<file path="config.mk">
export PLATFORM = sky130hd
export DESIGN_NAME = rdp_host_sync
export DESIGN_NICKNAME = d
export VERILOG_FILES = /design/src/rdp_pkg.sv /design/src/rdp_host_sync.sv
export VERILOG_INCLUDE_DIRS = /design/src
export SDC_FILE = /design/constraint.sdc
export NUM_CORES = 1
export LEC_CHECK = 0
export BUFFER_PORTS_ARGS = -buffer_cell sky130_fd_sc_hd__buf_2
export CAP_MARGIN = 20
export CORE_ASPECT_RATIO = 0.5
export CORE_MARGIN = 4
export CORE_UTILIZATION = 54
export DETAILED_ROUTE_END_ITERATION = 6
export GPL_ROUTABILITY_DRIVEN = 0
export PLACE_DENSITY_LB_ADDON = 0.2
export SLEW_MARGIN = 40
export SYNTH_ARGS = -nofsm -noshare
export SYNTH_HDL_FRONTEND = slang
export SYNTH_SLANG_ARGS = --single-unit
</file>
<file path="constraint.sdc">
create_clock -name sys_clk -period 2.91 [get_ports sys_clk]
set_input_delay 0.873 -clock sys_clk [delete_from_list [all_inputs] [get_ports sys_clk]]
set_output_delay 0.873 -clock sys_clk [all_outputs]
set_load 0.02 [all_outputs]
</file>
<file path="src/rdp_regs.svh">
// Constants of the palette DAC host port and video sync control.
// Assumes inclusion by bare name from the package and the design module.
//
// ----------------------------------------------------------------------
// ----------------------------------------------------------------------
`ifndef RDP_REGS_SVH
`define RDP_REGS_SVH

// Pipeline depth from pixel capture to DAC codes
`define RDP_PIPE_STAGES   3
// Host bus configurations
`define RDP_MODE_W10      2'h0
`define RDP_MODE_W8P2     2'h1
`define RDP_MODE_W8       2'h2
// DAC code at the blanking level
`define RDP_BLANK_CODE    10'h000
// Reset values
`define RDP_RST_WORD      10'h000
`define RDP_RST_RGB       30'h00000000
`define RDP_RST_CMD       2'h0

`endif

</file>
<file path="src/rdp_pkg.sv">
// Types shared by the palette DAC host port and sync control.
// Assumes rdp_regs.svh is reachable on the include path.
`include "rdp_regs.svh"

package rdp_pkg;

    // Host port transfer state
    typedef enum logic {
        RDP_IDLE,
        RDP_ACTIVE
    } rdp_state_t;

    // One pixel pipeline stage
    typedef struct packed {
        logic [29:0] rgb;
        logic        blank;
        logic        sync;
    } rdp_pix_t;

    // Latched operation from chip enable fall
    typedef struct packed {
        logic [1:0] cmd;
        logic       rnw;
    } rdp_op_t;

endpackage : rdp_pkg

</file>
<file path="src/rdp_host_sync.sv">
// Host microprocessor port and composite blank/sync handling.
// Assumes all inputs synchronous to sys_clk; the register file and
// palette sit outside and answer rd_req on the following cycle.
`timescale 1ns/100ps
`include "rdp_regs.svh"

module rdp_host_sync (
    input  wire logic        sys_clk,
    input  wire logic        rst,
    input  wire logic        ce_n,
    input  wire logic        rd_wr_n,
    input  wire logic [1:0]  command_select,
    input  wire logic [9:0]  host_databus_in,
    output logic      [9:0]  host_databus_out,
    output logic             host_databus_oe,
    input  wire logic [1:0]  bus_mode,
    output logic             wr_valid,
    output logic      [1:0]  wr_cmd,
    output logic      [9:0]  wr_data,
    output logic             rd_req,
    output logic      [1:0]  rd_cmd,
    input  wire logic [9:0]  rd_data,
    input  wire logic        pixel_load_strobe,
    input  wire logic [29:0] pixel_rgb_in,
    input  wire logic        composite_blank,
    input  wire logic        composite_sync,
    input  wire logic        sync_decode_enable,
    output logic      [29:0] dac_rgb,
    output logic             dac_blank,
    output logic             green_current_out,
    output logic             sync_delayed_out
);

    // ------------------------------------------------------------------
    // Host port
    // ------------------------------------------------------------------
    rdp_pkg::rdp_state_t state_ff;
    rdp_pkg::rdp_state_t nxt_state;
    rdp_pkg::rdp_op_t    op_ff;
    logic                ce_n_ff;
    logic [9:0]          hold_ff;
    logic [7:0]          low_ff;
    logic                phase_ff;
    logic                rd_pend_ff;
    logic [9:0]          rd_word_ff;

    // Edge detection on chip enable
    wire ce_fall = ce_n_ff & ~ce_n;
    wire is_active = (state_ff == rdp_pkg::RDP_ACTIVE);
    wire ce_rise = ~ce_n_ff & ce_n & is_active;
    wire is_write = ce_rise & ~op_ff.rnw;
    wire is_split = (bus_mode == `RDP_MODE_W8P2);
    wire is_w8    = (bus_mode == `RDP_MODE_W8);

    // Assembled write word per bus configuration
    wire [9:0] wr_word = is_split ? {hold_ff[1:0], low_ff} :
                         is_w8    ? {hold_ff[7:0], 2'h0}   :
                                    hold_ff;
    // Split mode only completes on the second byte
    wire wr_done = is_write & (~is_split | phase_ff);
    wire rd_go   = ce_fall & rd_wr_n;
    // Read word fetched once per split pair
    wire rd_fetch = rd_go & (~is_split | ~phase_ff);

    // Read lane selection per bus configuration
    wire [9:0] rd_lane = is_split ? (phase_ff ? {8'h00, rd_word_ff[9:8]}
                                              : {2'h0, rd_word_ff[7:0]}) :
                         is_w8    ? {2'h0, rd_word_ff[9:2]} :
                                    rd_word_ff;
    // Drive only in a read with enable low, released otherwise
    wire drive = ~ce_n & rd_wr_n & (is_active | ce_fall);

    always_comb begin
        nxt_state = state_ff;
        unique case (state_ff)
            rdp_pkg::RDP_IDLE:   if (ce_fall) nxt_state = rdp_pkg::RDP_ACTIVE;
            rdp_pkg::RDP_ACTIVE: if (ce_n) nxt_state = rdp_pkg::RDP_IDLE;
        endcase
    end

    // Operation decode latched at enable fall
    always_ff @(posedge sys_clk) begin
        if (rst) begin
            state_ff <= rdp_pkg::RDP_IDLE;
            ce_n_ff  <= 1'b1;
            op_ff    <= '0;
        end else begin
            state_ff <= nxt_state;
            ce_n_ff  <= ce_n;
            if (ce_fall)
                op_ff <= '{cmd: command_select, rnw: rd_wr_n};
        end
    end

    // Bus contents tracked while enable is low; last value wins at rise
    always_ff @(posedge sys_clk) begin
        if (rst) begin
            hold_ff <= `RDP_RST_WORD;
            low_ff  <= 8'h00;
        end else begin
            if (~ce_n)
                hold_ff <= host_databus_in;
            if (is_write & is_split & ~phase_ff)
                low_ff <= hold_ff[7:0];
        end
    end

    // Byte phase for split transfers; any mode change restarts it
    always_ff @(posedge sys_clk) begin
        if (rst)
            phase_ff <= 1'b0;
        else if (~is_split)
            phase_ff <= 1'b0;
        else if (ce_rise)
            phase_ff <= ~phase_ff;
    end

    // Write strobe and read request towards the register file
    always_ff @(posedge sys_clk) begin
        if (rst) begin
            wr_valid <= 1'b0;
            wr_cmd   <= `RDP_RST_CMD;
            wr_data  <= `RDP_RST_WORD;
            rd_req   <= 1'b0;
            rd_cmd   <= `RDP_RST_CMD;
        end else begin
            wr_valid <= wr_done;
            if (wr_done) begin
                wr_cmd  <= op_ff.cmd;
                wr_data <= wr_word;
            end
            rd_req <= rd_fetch;
            if (rd_fetch)
                rd_cmd <= command_select;
        end
    end

    // Read word captured one cycle after the request
    always_ff @(posedge sys_clk) begin
        if (rst) begin
            rd_pend_ff <= 1'b0;
            rd_word_ff <= `RDP_RST_WORD;
        end else begin
            rd_pend_ff <= rd_req;
            if (rd_pend_ff)
                rd_word_ff <= rd_data;
        end
    end

    // Shared bus driver; data lags the enable, host samples late
    always_ff @(posedge sys_clk) begin
        if (rst) begin
            host_databus_oe  <= 1'b0;
            host_databus_out <= `RDP_RST_WORD;
        end else begin
            host_databus_oe  <= drive;
            host_databus_out <= rd_lane;
        end
    end

    // ------------------------------------------------------------------
    // Pixel pipeline, blank and sync
    // ------------------------------------------------------------------
    rdp_pkg::rdp_pix_t pipe_ff [`RDP_PIPE_STAGES];
    logic              ld_ff;
    wire               ld_rise = pixel_load_strobe & ~ld_ff;
    wire rdp_pkg::rdp_pix_t last = pipe_ff[`RDP_PIPE_STAGES-1];

    // Capture stage on load strobe rise; blank and sync travel together
    always_ff @(posedge sys_clk) begin
        if (rst) begin
            ld_ff      <= 1'b0;
            pipe_ff[0] <= '0;
        end else begin
            ld_ff <= pixel_load_strobe;
            if (ld_rise)
                pipe_ff[0] <= '{rgb: pixel_rgb_in, blank: composite_blank,
                                sync: composite_sync};
        end
    end

    // Later stages advance every clock so delay stays fixed
    genvar gi;
    generate
        for (gi = 1; gi < `RDP_PIPE_STAGES; gi++) begin : g_pipe
            always_ff @(posedge sys_clk) begin
                if (rst)
                    pipe_ff[gi] <= '0;
                else
                    pipe_ff[gi] <= pipe_ff[gi-1];
            end
        end
    endgenerate

    // Sync is not gated by blank; the timing source keeps it inside
    wire green_sync = last.sync & sync_decode_enable;

    // Output stage: blank overrides colour, sync copied out in step
    always_ff @(posedge sys_clk) begin
        if (rst) begin
            dac_rgb           <= `RDP_RST_RGB;
            dac_blank         <= 1'b1;
            green_current_out <= 1'b0;
            sync_delayed_out  <= 1'b0;
        end else begin
            dac_rgb           <= last.blank ? {3{`RDP_BLANK_CODE}}
                                            : last.rgb;
            dac_blank         <= last.blank;
            green_current_out <= green_sync;
            sync_delayed_out  <= last.sync;
        end
    end
endmodule // rdp_host_sync

</file>
Yosys cells after proc, flatten, opt, wreduce, memory -nomap -nowiden
Memory sizes are Yosys's and may differ from the RTL's.
Cells that the tools add are included.
{"block": "totals", "ff_bits": 96, "latch_bits": 0, "ram_bits": 96, "rom_bits": 0, "output_inout_bits": 60, "mem_count": 1}
{"memory": "pipe_ff", "depth": 3, "word_bits": 32, "read_ports": 3, "rd_ports_with_merged_regs": 0, "write_ports": 3, "line_no": "rdp_host_sync.sv:164", "source": "rdp_pkg::rdp_pix_t pipe_ff [`RDP_PIPE_STAGES];"}
{"block": "classes", "n_addsub": 0, "mul": 0, "n_div": 0, "order_cmp": 0, "n_eq_ne": 2, "shifts": 0, "mux": 17, "bitwise": 26, "n_reduce_logical": 2}
{"operator": "32-bit 2-to-1 mux", "n": 3}
{"operator": "10-bit 2-to-1 mux", "n": 4}
{"operator": "1-bit AND", "n": 13}
{"operator": "1-bit 2-to-1 mux", "n": 8}
{"operator": "8-bit 2-to-1 mux", "n": 1}
{"operator": "1-bit NOT", "n": 7}
{"operator": "1-bit OR", "n": 6}
{"operator": "2-bit OR reduction", "n": 2}
{"operator": "2-bit by 1-bit == test with 1-bit output, second input constant", "n": 1}
{"operator": "2-bit == test, second input constant", "n": 1}
{"operator": "1-bit case mux with 2 select lines", "n": 1}

Longest topological paths before layout
Gate-level depths: netlist of run 1.
{"block": "depth", "word_depth": 6, "mapped_depth": 6, "ltp_nobuf": 4}

Worst setup path before layout of run 1
No wires, ideal clock.
{"block": "synth_path", "kind": "input to register", "startpoint": "in rst", "endpoint": "mem pipe_ff[0][0] in the netlist's numbering, enable pin", "arrival_time_ps": 2170, "required_time_ps": 2516, "path_slack_ps": 346, "cell_stages": 3, "n_path_buf": 2, "path_cell_list": "buf_2 buf_1 nand2b_1"}
{"item": "start: declaration", "line_no": "rdp_host_sync.sv:9", "source": "input wire logic rst,"}
{"item": "end: declaration", "line_no": "rdp_host_sync.sv:164"}

Worst setup path in the final report of run 1
{"block": "layout_path", "startpoint": "in ce_n", "endpoint": "reg low_ff[7]"}
{"block": "layout_between", "elab_chain_len": 5}
{"item": "start: declaration", "line_no": "rdp_host_sync.sv:10", "source": "input wire logic ce_n,"}
{"item": "1-bit AND (2 in a row)", "line_no": "rdp_host_sync.sv:50", "source": "wire ce_rise = ~ce_n_ff & ce_n & is_active;"}
{"item": "1-bit AND", "line_no": "rdp_host_sync.sv:51", "source": "wire is_write = ce_rise & ~op_ff.rnw;"}
{"item": "1-bit AND (2 in a row)", "line_no": "rdp_host_sync.sv:103", "source": "if (is_write & is_split & ~phase_ff)"}
{"item": "end signal: assignment", "line_no": "rdp_host_sync.sv:104", "source": "low_ff <= hold_ff[7:0];"}
{"item": "end: declaration", "line_no": "rdp_host_sync.sv:42", "source": "logic [7:0] low_ff;"}
No other way between the ends.
A chain may end at the register's enable or synchronous reset.

==> results of run 1 <==
-- flip-flops by register name, indices dropped and copies added, names as in the netlist, 2 cells and up --
signal            cells
low_ff                8
rd_cmd                2
hold_ff              10
op_ff                 3
wr_data              10
pipe_ff              96
host_databus_out     10
dac_rgb              30
rd_word_ff           10
wr_cmd                2
-- how the worst min path moves through the flow --
stage,startpoint,endpoint,slack (ns)
final,pipe_ff[2][9]$_SDFF_PP0_,dac_rgb[7]$_SDFF_PP0_,0.42
after detailed placement,pipe_ff[2][20]$_SDFF_PP0_,dac_rgb[18]$_SDFF_PP0_,0.41
after CTS,pipe_ff[2][29]$_SDFF_PP0_,dac_rgb[27]$_SDFF_PP0_,0.42
after global routing,pipe_ff[2][9]$_SDFF_PP0_,dac_rgb[7]$_SDFF_PP0_,0.44
after global placement,pipe_ff[2][21]$_SDFF_PP0_,dac_rgb[19]$_SDFF_PP0_,0.41
after floorplan,pipe_ff[2][2]$_SDFF_PP0_,dac_rgb[0]$_SDFF_PP0_,0.41
-- per-stage QoR --
stage / utilization / cells / hold WS, ns / worst slack [ns] / total power, uW
after floorplan: - / 546 / 0.4057 / 0.3459 / 3064
after global placement: 0.6262 / 800 / 0.4077 / 0.4803 / 3159
after detailed placement: 0.6266 / 800 / 0.4097 / 0.4160 / 3167
after CTS: 0.6840 / 832 / 0.4228 / 0.8340 / 5633
after global routing: 0.6840 / 832 / 0.4352 / 0.6999 / 5796
final: 0.6840 / 832 / 0.4203 / 0.8379 / 5573
-- cell families after synthesis --
family                 share of synthesized area
AND/OR/NAND/NOR                           0.2076
flip-flops                                0.6598
AO/OA/AOI/OAI                            0.04223
multiplexers                             0.06067
buffers and inverters                    0.02835
XOR/XNOR                                0.001388
-- worst max-delay path, cell delays in order --
cell      delay [ns]
buf_2           0.33
and4bb_1        0.54
nand3b_2        0.32
mux2i_1         0.24
nor2_1          0.06
-- layer usage --
metal	routed length (um)	GRT usage
met1	5090	0.2157
met2	5023	0.2664
met3	530	0.05002
met4	176	0.06579
met5	0	0
-- final cells by class --
type                            count  area (um^2)  share of cell area
Clock buffer                       17        425.4             0.05546
Clock inverter                     15        217.7             0.02838
Inverter                            5        18.77            0.002447
Multi-Input combinational cell    317         1981              0.2582
Sequential cell                   192         4164              0.5428
Tap cell                          159        198.9             0.02593
Timing Repair Buffer              127        665.6             0.08677
-- where the power goes --
| part | leakage, uW | total [uW] | switching (uW) | internal [uW] |
|---|---|---|---|---|
| logic | 0.00141 | 270 | 151 | 119 |
| registers | 0.00165 | 2830 | 32.7 | 2800 |
| clock network | 0.000313 | 2470 | 1070 | 1400 |
| total | 0.00337 | 5570 | 1250 | 4320 |
-- cell usage in the layout, fill, tap and decap left out, types with 2 or more instances in the layout --
cell / count
nor2_2: 2
mux2i_1: 36
clkinv_8: 2
nand3b_1: 4
nand2b_1: 6
a211oi_1: 4
a21oi_1: 13
mux2_2: 2
o21ai_0: 3
o211ai_1: 12
buf_2: 120
inv_6: 2
inv_8: 5
nor2b_1: 72
inv_1: 5
nor3_1: 10
nor2_1: 50
and2_1: 66
o21ai_1: 2
bufinv_16: 3
dfxtp_1: 160
nand2_1: 21
and3_1: 2
buf_4: 6
clkbuf_16: 17
edfxtp_1: 32
a221oi_1: 2
==> reports/qor.txt, run 1 <==
outcome: finished, final reports clean
Routed Antenna Nets: 0
num rows: 27
Top FF cell, synth: dfxtp_1
Worst VDD drop: 0.3900 mV
reg2reg start: ce_n_ff$_SDFF_PP1_
clock skew: 0.01194 ns
CTS root buffer: clkbuf_16
fin crit share: 0.7121
post-synthesis sequential area ratio: 0.6598
Post-synth EDFFs: 32
Max-cap violations: 0
via count: 3,873
first-pass GRT wire length: 17.95 mm
wire length per cell: 13.01 um
largest net degree at the start of global routing: 99
violation count after the first detailed-route iteration: 196
CTS max path bufs: 2
clock buffer count from CTS: 17
Setup violations, final: 0
CTS tree: yes
Ys Warns: 0
R2R cell count: 4
Worst Path Arrival: 2.36 ns
synth unique cells: 33
CP startpoint: ce_n
Synth top area share: 0.5075
1st-pass router iterations: 4
largest area contributor in the netlist: dfxtp_1
DRC: 0
fill count: 863
kind of critical path: primary input to flip-flop
# resized after CTS: 0
clock period minus worst slack: 2.072 ns
IO Count: 122
Leakage: 0.003373 uW
Total Wirelength: 10.82 mm
Syn Nets: 608
n_diodes: 0
die footprint: 13,590 um^2
Die W: 160.9 um
mapped cell area: 6311 um^2
FF-to-FF setup slack: 1.27 ns
Clock Latency Late Sink: 0.42 ns
Avg Cell Area, Syn: 11.56 um^2
Setup TNS Final: 0 ns
Post-CTS Setup Bufs: 0
Layout area overhead: 21.55%
fin area: 7671 um^2
Final nets: 722
share of cells above drive strength 1: 0.2511
class of the tightest hold or removal check: flip-flop to flip-flop
list of most frequent post-synthesis cells: dfxtp_1, nor2b_1, and2_1
grt total ovfl: 0
crit path max fanout: 15
Slew Viols, Final: 0
RSZ-0062 raised after global routing: no
H-tree depth: 4
CP Capture Point: low_ff[7]$_SDFFE_PP0P_
Starting Density: 0.5627
Slew HR: 0.5294
port buffer count: 121
Post-synth ARST share: 0
crit path launch type: primary input
Hold Vio Cnt, Final: 0
Area after DPL: 7028 um^2
CTS clk-pin slew, worst paths: 0.07 ns
top cells by area, synth: dfxtp_1, edfxtp_1, nor2b_1
Worst Tran Pin Value: 0.7049 ns
Core ar.: 11,220 um^2
antenna violations before repair: 0
Hold Path Cell Cnt: 1
reg2reg end: low_ff[7]$_SDFFE_PP0P_
Die Y-Extent: 84.45 um
CTS hold repair buffers: 0
Power Dens Cells: 726.5 nW/um^2
count leader, synth: dfxtp_1
FMAX: 482.6 MHz
vias in the first global route: 3,741
Critical Path RT: 3.20 ns
register bit total from synthesis: 192
Worst Setup End Kind: flip-flop
vias per cell: 4.655
CTS sink count: 192
hpwl dp: 7.040 mm
GRT Util Overall: 0.1668
Gate Count Post-Synth: 546
Note: power is estimated with default switching activity, not from simulation.
==> inputs of run 2 (changes only) <==
Settings changed: CORE_UTILIZATION 54 to 49.
Clock period 2.91 ns to 1.8 ns, I/O delays scaled along.
==> run 2 against run 1 <==
Compared with the run above: clock power is 60% higher; clock skew hardly changed; power is 61% higher; non-clock buffer count is 9 higher; critical path type is now flip-flop to output port; wire length is 5.6% higher; global-route usage is 0.88 points lower.
==> reports/qor.txt, run 2 (same netlist as run 1, synthesis figures left out) <==
die footprint: 14,870 um^2 (+9.4%)
worst hold start: sync_decode_enable
Worst Path Arrival: 0.97 ns (-1.39 ns)
vias in the first global route: 3,778 (+0.99%)
Reg with most FFs: pipe_ff
Power Dens Cells: 1159 nW/um^2 (+60%)
CTS max path bufs: 2 (unchanged)
biggest regs: pipe_ff: 96 flops, dac_rgb: 30 flops
Starting Density: 0.5177 (-0.04504)
violation count after the first detailed-route iteration: 215 (+9.7%)
n_diodes: 0 (unchanged)
hpwl dp: 7.658 mm (+8.8%)
fin crit share: 0.8369
Area after DPL: 7108 um^2 (+1.1%)
reg2reg end: low_ff[5]$_SDFFE_PP0P_
Hold Vio Cnt, Final: 0 (unchanged)
crit path launch type: flip-flop
num rows: 28 (+3.7%)
grt total ovfl: 0 (unchanged)
IO Count: 122 (unchanged)
crit path max fanout: 2 (-13)
via count: 3,925 (+1.3%)
CP startpoint: wr_data[9]$_SDFFE_PP0P_
kind of critical path: flip-flop to output port
CTS sink count: 192 (unchanged)
commonest non-fill, non-tap cell in the layout: dfxtp_1
Worst path max stage delay: 0.37 ns (-0.17 ns)
antenna violations before repair: 0 (unchanged)
CP max stage cell: dfxtp_1
Core ar.: 12,190 um^2 (+8.7%)
CTS root buffer: clkbuf_16
Levels on crit path: 1 (-4)
Setup violations, final: 0 (unchanged)
CTS hold repair buffers: 0 (unchanged)
# resized after CTS: 0 (unchanged)
outcome: finished, final reports clean
Cells after DPL: 815 (+1.9%)
CTS clk-pin slew, worst paths: 0.07 ns (about the same)
GRT Util Overall: 0.1580 (-0.008779)
Post-CTS Setup Bufs: 0 (unchanged)
clock buffer count from CTS: 17 (unchanged)
CTS tree: yes
Total Wirelength: 11.42 mm (+5.6%)
Leakage: 0.003421 uW (+1.4%)
Clock Latency Late Sink: 0.42 ns (about the same)
fin cells: 847 (+1.8%)
vias per cell: 4.634 (-0.45%)
CP Buf/Inv Count: 1 (unchanged)
wire length per cell: 13.49 um (+3.7%)
CP Capture Point: wr_data[9]
fill count: 990 (+15%)
largest net degree at the start of global routing: 77 (-22%)
DRC: 0 (unchanged)
reg2reg start: ce_n_ff$_SDFF_PP1_
Core Util, Final: 0.6361 (-0.04787)
Worst Setup End Kind: output port
Routed Antenna Nets: 0 (unchanged)
R2R cell count: 4 (unchanged)
CP cell instances: buf_2
Max-cap violations: 0 (unchanged)
share of cells above drive strength 1: 0.2595 (+0.008416)
clock skew: 0.01157 ns (-0.0003643 ns)
Layout area overhead: 22.88%
Hold Path Cell Cnt: 2 (+1)
port buffer count: 121 (unchanged)
Die W: 168.5 um (+4.7%)
Slew HR: 0.5821 (+0.05269)
clock period minus worst slack: 1.507 ns
Critical Path RT: 1.26 ns (-1.94 ns)
Die Y-Extent: 88.25 um (+4.5%)
max reg flops: 96 (unchanged)
CP delay by family, top: flip-flops
FMAX: 663.8 MHz
H-tree depth: 4 (unchanged)
1st-pass router iterations: 4 (unchanged)
class of the tightest hold or removal check: primary input to flip-flop
Slew Viols, Final: 0 (unchanged)
Worst Tran Pin Value: 0.6259 ns (-0.07893 ns)
RSZ-0062 raised after global routing: no
FF-to-FF setup slack: 0.31 ns (-0.96 ns)
Final nets: 731 (+1.2%)
first-pass GRT wire length: 18.58 mm (+3.5%)
fin area: 7755 um^2 (+1.1%)
most frequent cells in the layout: dfxtp_1, buf_2, nor2b_1
Worst VDD drop: 0.6387 mV (+64%)
==> run 2: worst min-delay path by stage <==
stage / end / slack (ns)
2_1_floorplan: dac_rgb[0]$_SDFF_PP0_ / 0.41
3_3_place_gp: dac_rgb[22]$_SDFF_PP0_ / 0.41
3_5_place_dp: dac_rgb[5]$_SDFF_PP0_ / 0.41
4_1_cts: green_current_out$_SDFF_PP0_ / 0.31
5_1_grt: green_current_out$_SDFF_PP0_ / 0.30
6_report: green_current_out$_SDFF_PP0_ / 0.32
==> run 2: power breakdown <==
part           internal [uW]  leakage [uW]  total [uW]  switching, uW
Clock                   2160      0.000312        3960           1800
Combinational            203       0.00146         453            250
Sequential              4530       0.00165        4580           54.0
==> run 2: final cells by class <==
class / instances / area [um^2] / area share
repair buffers: 136 / 733.2 / 0.09455
clock inverters: 14 / 217.7 / 0.02807
clock buffers: 18 / 429.2 / 0.05534
inverters: 5 / 18.77 / 0.002420
flip-flops and latches: 192 / 4164 / 0.5369
multi-input cells: 317 / 1986 / 0.2560
well taps: 165 / 206.4 / 0.02662
==> run 2: layer usage <==
metal | part of all wire | routed length, um | GRT usage | up-vias
met2 | 0.48 | 5468 | 0.2646 | 69
met1 | 0.47 | 5355 | 0.2032 | 1825
met4 | 0.0063 | 72 | 0.04713 | 0
li1 | - | - | - | 2025
met3 | 0.046 | 526 | 0.04641 | 6
met5 | 0 | 0 | 0 | -
==> run 2: stage by stage <==
| stage | hold slack [ns] | setup TNS (ns) | setup slack (ns) | total power [uW] |
|---|---|---|---|---|
| 5_1_grt | 0.3030 | 0 | 0.2118 | 9341 |
| 6_report | 0.3247 | 0 | 0.2935 | 8991 |
| 2_1_floorplan | 0.4057 | 0 | 0.09881 | 4954 |
| 3_3_place_gp | 0.4090 | -0.6419 | -0.02203 | 5125 |
| 4_1_cts | 0.3105 | 0 | 0.2836 | 9064 |
| 3_5_place_dp | 0.4097 | 0 | 0.04117 | 5138 |
==> inputs of run 3 (changes only) <==
Settings changed: CORE_UTILIZATION 49 to 54.
Clock period 1.8 ns to 1.4 ns, I/O delays scaled along.
==> run 3 against run 2 <==
Compared with the run above: global-route usage rose by 1.7 points; largest cell class unchanged; sequential cell count unchanged; die area is 8.6% lower.
==> reports/qor.txt, run 3 (same netlist as run 1, synthesis figures left out) <==
outcome: finished, final reports clean
most frequent cells in the layout: dfxtp_1, buf_2, nor2b_1
largest net degree at the start of global routing: 53 (-31%)
CP max stage cell: dfxtp_1
GRT Util Overall: 0.1748 (+0.01679)
CTS sink count: 192 (unchanged)
grt total ovfl: 0 (unchanged)
Slew Viols, Final: 0 (unchanged)
CTS tree: yes
Reg with most FFs: pipe_ff
CTS max path bufs: 2 (unchanged)
clock buffer count from CTS: 17 (unchanged)
Worst Tran Pin Value: 0.5450 ns (-0.08093 ns)
PnR worst setup slack: 0.02261 ns (-0.2709 ns)
clock period minus worst slack: 1.377 ns
Total Wirelength: 11.35 mm (-0.69%)
Hold Vio Cnt, Final: 0 (unchanged)
vias per cell: 4.715 (+1.8%)
Power Dens Cells: 1450 nW/um^2 (+25%)
1st-pass router iterations: 4 (unchanged)
CTS clk-pin slew, worst paths: 0.08 ns (about the same)
Final nets: 744 (+1.8%)
Die W: 160.9 um (-4.5%)
die footprint: 13,590 um^2 (-8.6%)
Setup violations, final: 0 (unchanged)
CP Buf/Inv Count: 1 (unchanged)
FF-to-FF setup slack: 0.08 ns (-0.23 ns)
reg2reg start: op_ff[0]$_SDFFE_PP0P_
Worst Path Arrival: 0.96 ns (about the same)
Starting Density: 0.5627 (+0.04504)
max reg flops: 96 (unchanged)
CTS root buffer: clkbuf_16
share of cells above drive strength 1: 0.2791 (+0.01961)
violation count after the first detailed-route iteration: 137 (-36%)
Core ar.: 11,220 um^2 (-8.0%)
IO Count: 122 (unchanged)
Leakage: 0.003521 uW (+2.9%)
H-tree depth: 4 (unchanged)
antenna violations before repair: 0 (unchanged)
via count: 4,027 (+2.6%)
n_diodes: 0 (unchanged)
Worst path max stage delay: 0.37 ns (about the same)
Die Y-Extent: 84.45 um (-4.3%)
Layout area overhead: 25.36%
Max-cap violations: 0 (unchanged)
Clock Latency Late Sink: 0.42 ns (about the same)
final hold slack: 0.1971 ns (-0.1276 ns)
kind of critical path: flip-flop to output port
Area after DPL: 7248 um^2 (+2.0%)
clock skew: 0.008849 ns (-0.002723 ns)
wire length per cell: 13.28 um (-1.5%)
fin crit share: 0.9838
num rows: 27 (-3.6%)
Routed Antenna Nets: 0 (unchanged)
CP delay by family, top: flip-flops
Worst VDD drop: 0.9991 mV (+56%)
vias in the first global route: 4,073 (+7.8%)
Power Total: 11,470 uW (+28%)
Core Util, Final: 0.7054 (+0.06929)
commonest non-fill, non-tap cell in the layout: dfxtp_1
fin area: 7911 um^2 (+2.0%)
first-pass GRT wire length: 19.11 mm (+2.8%)
class of the tightest hold or removal check: primary input to flip-flop
CP cell instances: buf_4
Hold EP: green_current_out$_SDFF_PP0_
Hold Path Cell Cnt: 2 (unchanged)
crit path launch type: flip-flop
Critical Path RT: 0.98 ns (-0.28 ns)
hpwl dp: 7.739 mm (+1.1%)
DRC: 0 (unchanged)
Worst Setup End Kind: output port
Slew HR: 0.6358 (+0.05366)
FMAX: 726.0 MHz
pre-CTS setup slack: -0.1775 ns (-0.2187 ns)
worst hold start: sync_decode_enable
reg2reg end: wr_data[1]$_SDFFE_PP0P_
R2R cell count: 4 (unchanged)
RSZ-0062 raised after global routing: yes
biggest regs: pipe_ff: 96 flops, dac_rgb: 30 flops
crit path max fanout: 2 (unchanged)
port buffer count: 121 (unchanged)
## run 3: worst max-delay path by stage
| stage | start | slack [ns] | cells past startpoint | to |
|---|---|---|---|---|
| 2_1_floorplan | rst | 0.02 | 3 | pipe_ff[0][0]$_SDFFCE_PN0P_ |
| 4_1_cts | wr_data[9]$_SDFFE_PP0P_ | 0.003 | 1 | wr_data[9] |
| 6_report | wr_data[7]$_SDFFE_PP0P_ | 0.02 | 1 | wr_data[7] |
| 3_5_place_dp | bus_mode[1] | -0.18 | 6 | wr_data[5]$_SDFFE_PP0P_ |
| 5_1_grt | ld_ff$_SDFF_PP0_ | -0.01 | 3 | pipe_ff[0][26]$_SDFFCE_PN0P_ |
| 3_3_place_gp | pixel_load_strobe | -0.26 | 4 | pipe_ff[0][0]$_SDFFCE_PN0P_ |
## run 3: stage by stage
stage | instances | setup TNS (ns)
2_1_floorplan | 546 | 0
3_3_place_gp | 822 | -11.18
3_5_place_dp | 822 | -4.838
4_1_cts | 854 | 0
5_1_grt | 854 | -0.08230
6_report | 854 | 0
## run 3: final cells by class
type                    instances  area, um^2
flip-flops and latches        192        4165
fillers                       855        3304
multi-input cells             317        2001
repair buffers                149       890.9
clock buffers                  17       425.4
clock inverters                15       211.5
well taps                     159       198.9
inverters                       5       18.77
## run 3: routing by layer
metal  global-route usage  part of all wire  vias to the layer above
met5                    0                 0                        -
met4              0.05882             0.014                        0
met3              0.05101             0.057                       19
met2               0.2959              0.48                      104
met1               0.2174              0.45                     1844
li1                     -                 -                     2060
## run 3: power by group
group	internal [uW]	switching, uW	total (uW)
clock network	2620	2340	4960
registers	5820	63.4	5880
logic	295	337	632
## run 3: repair_timing
item	in CTS	in global routing
gates resized for setup	2	6
buffers inserted	0	0
setup endpoints to repair	3	28
hold buffers	0	0
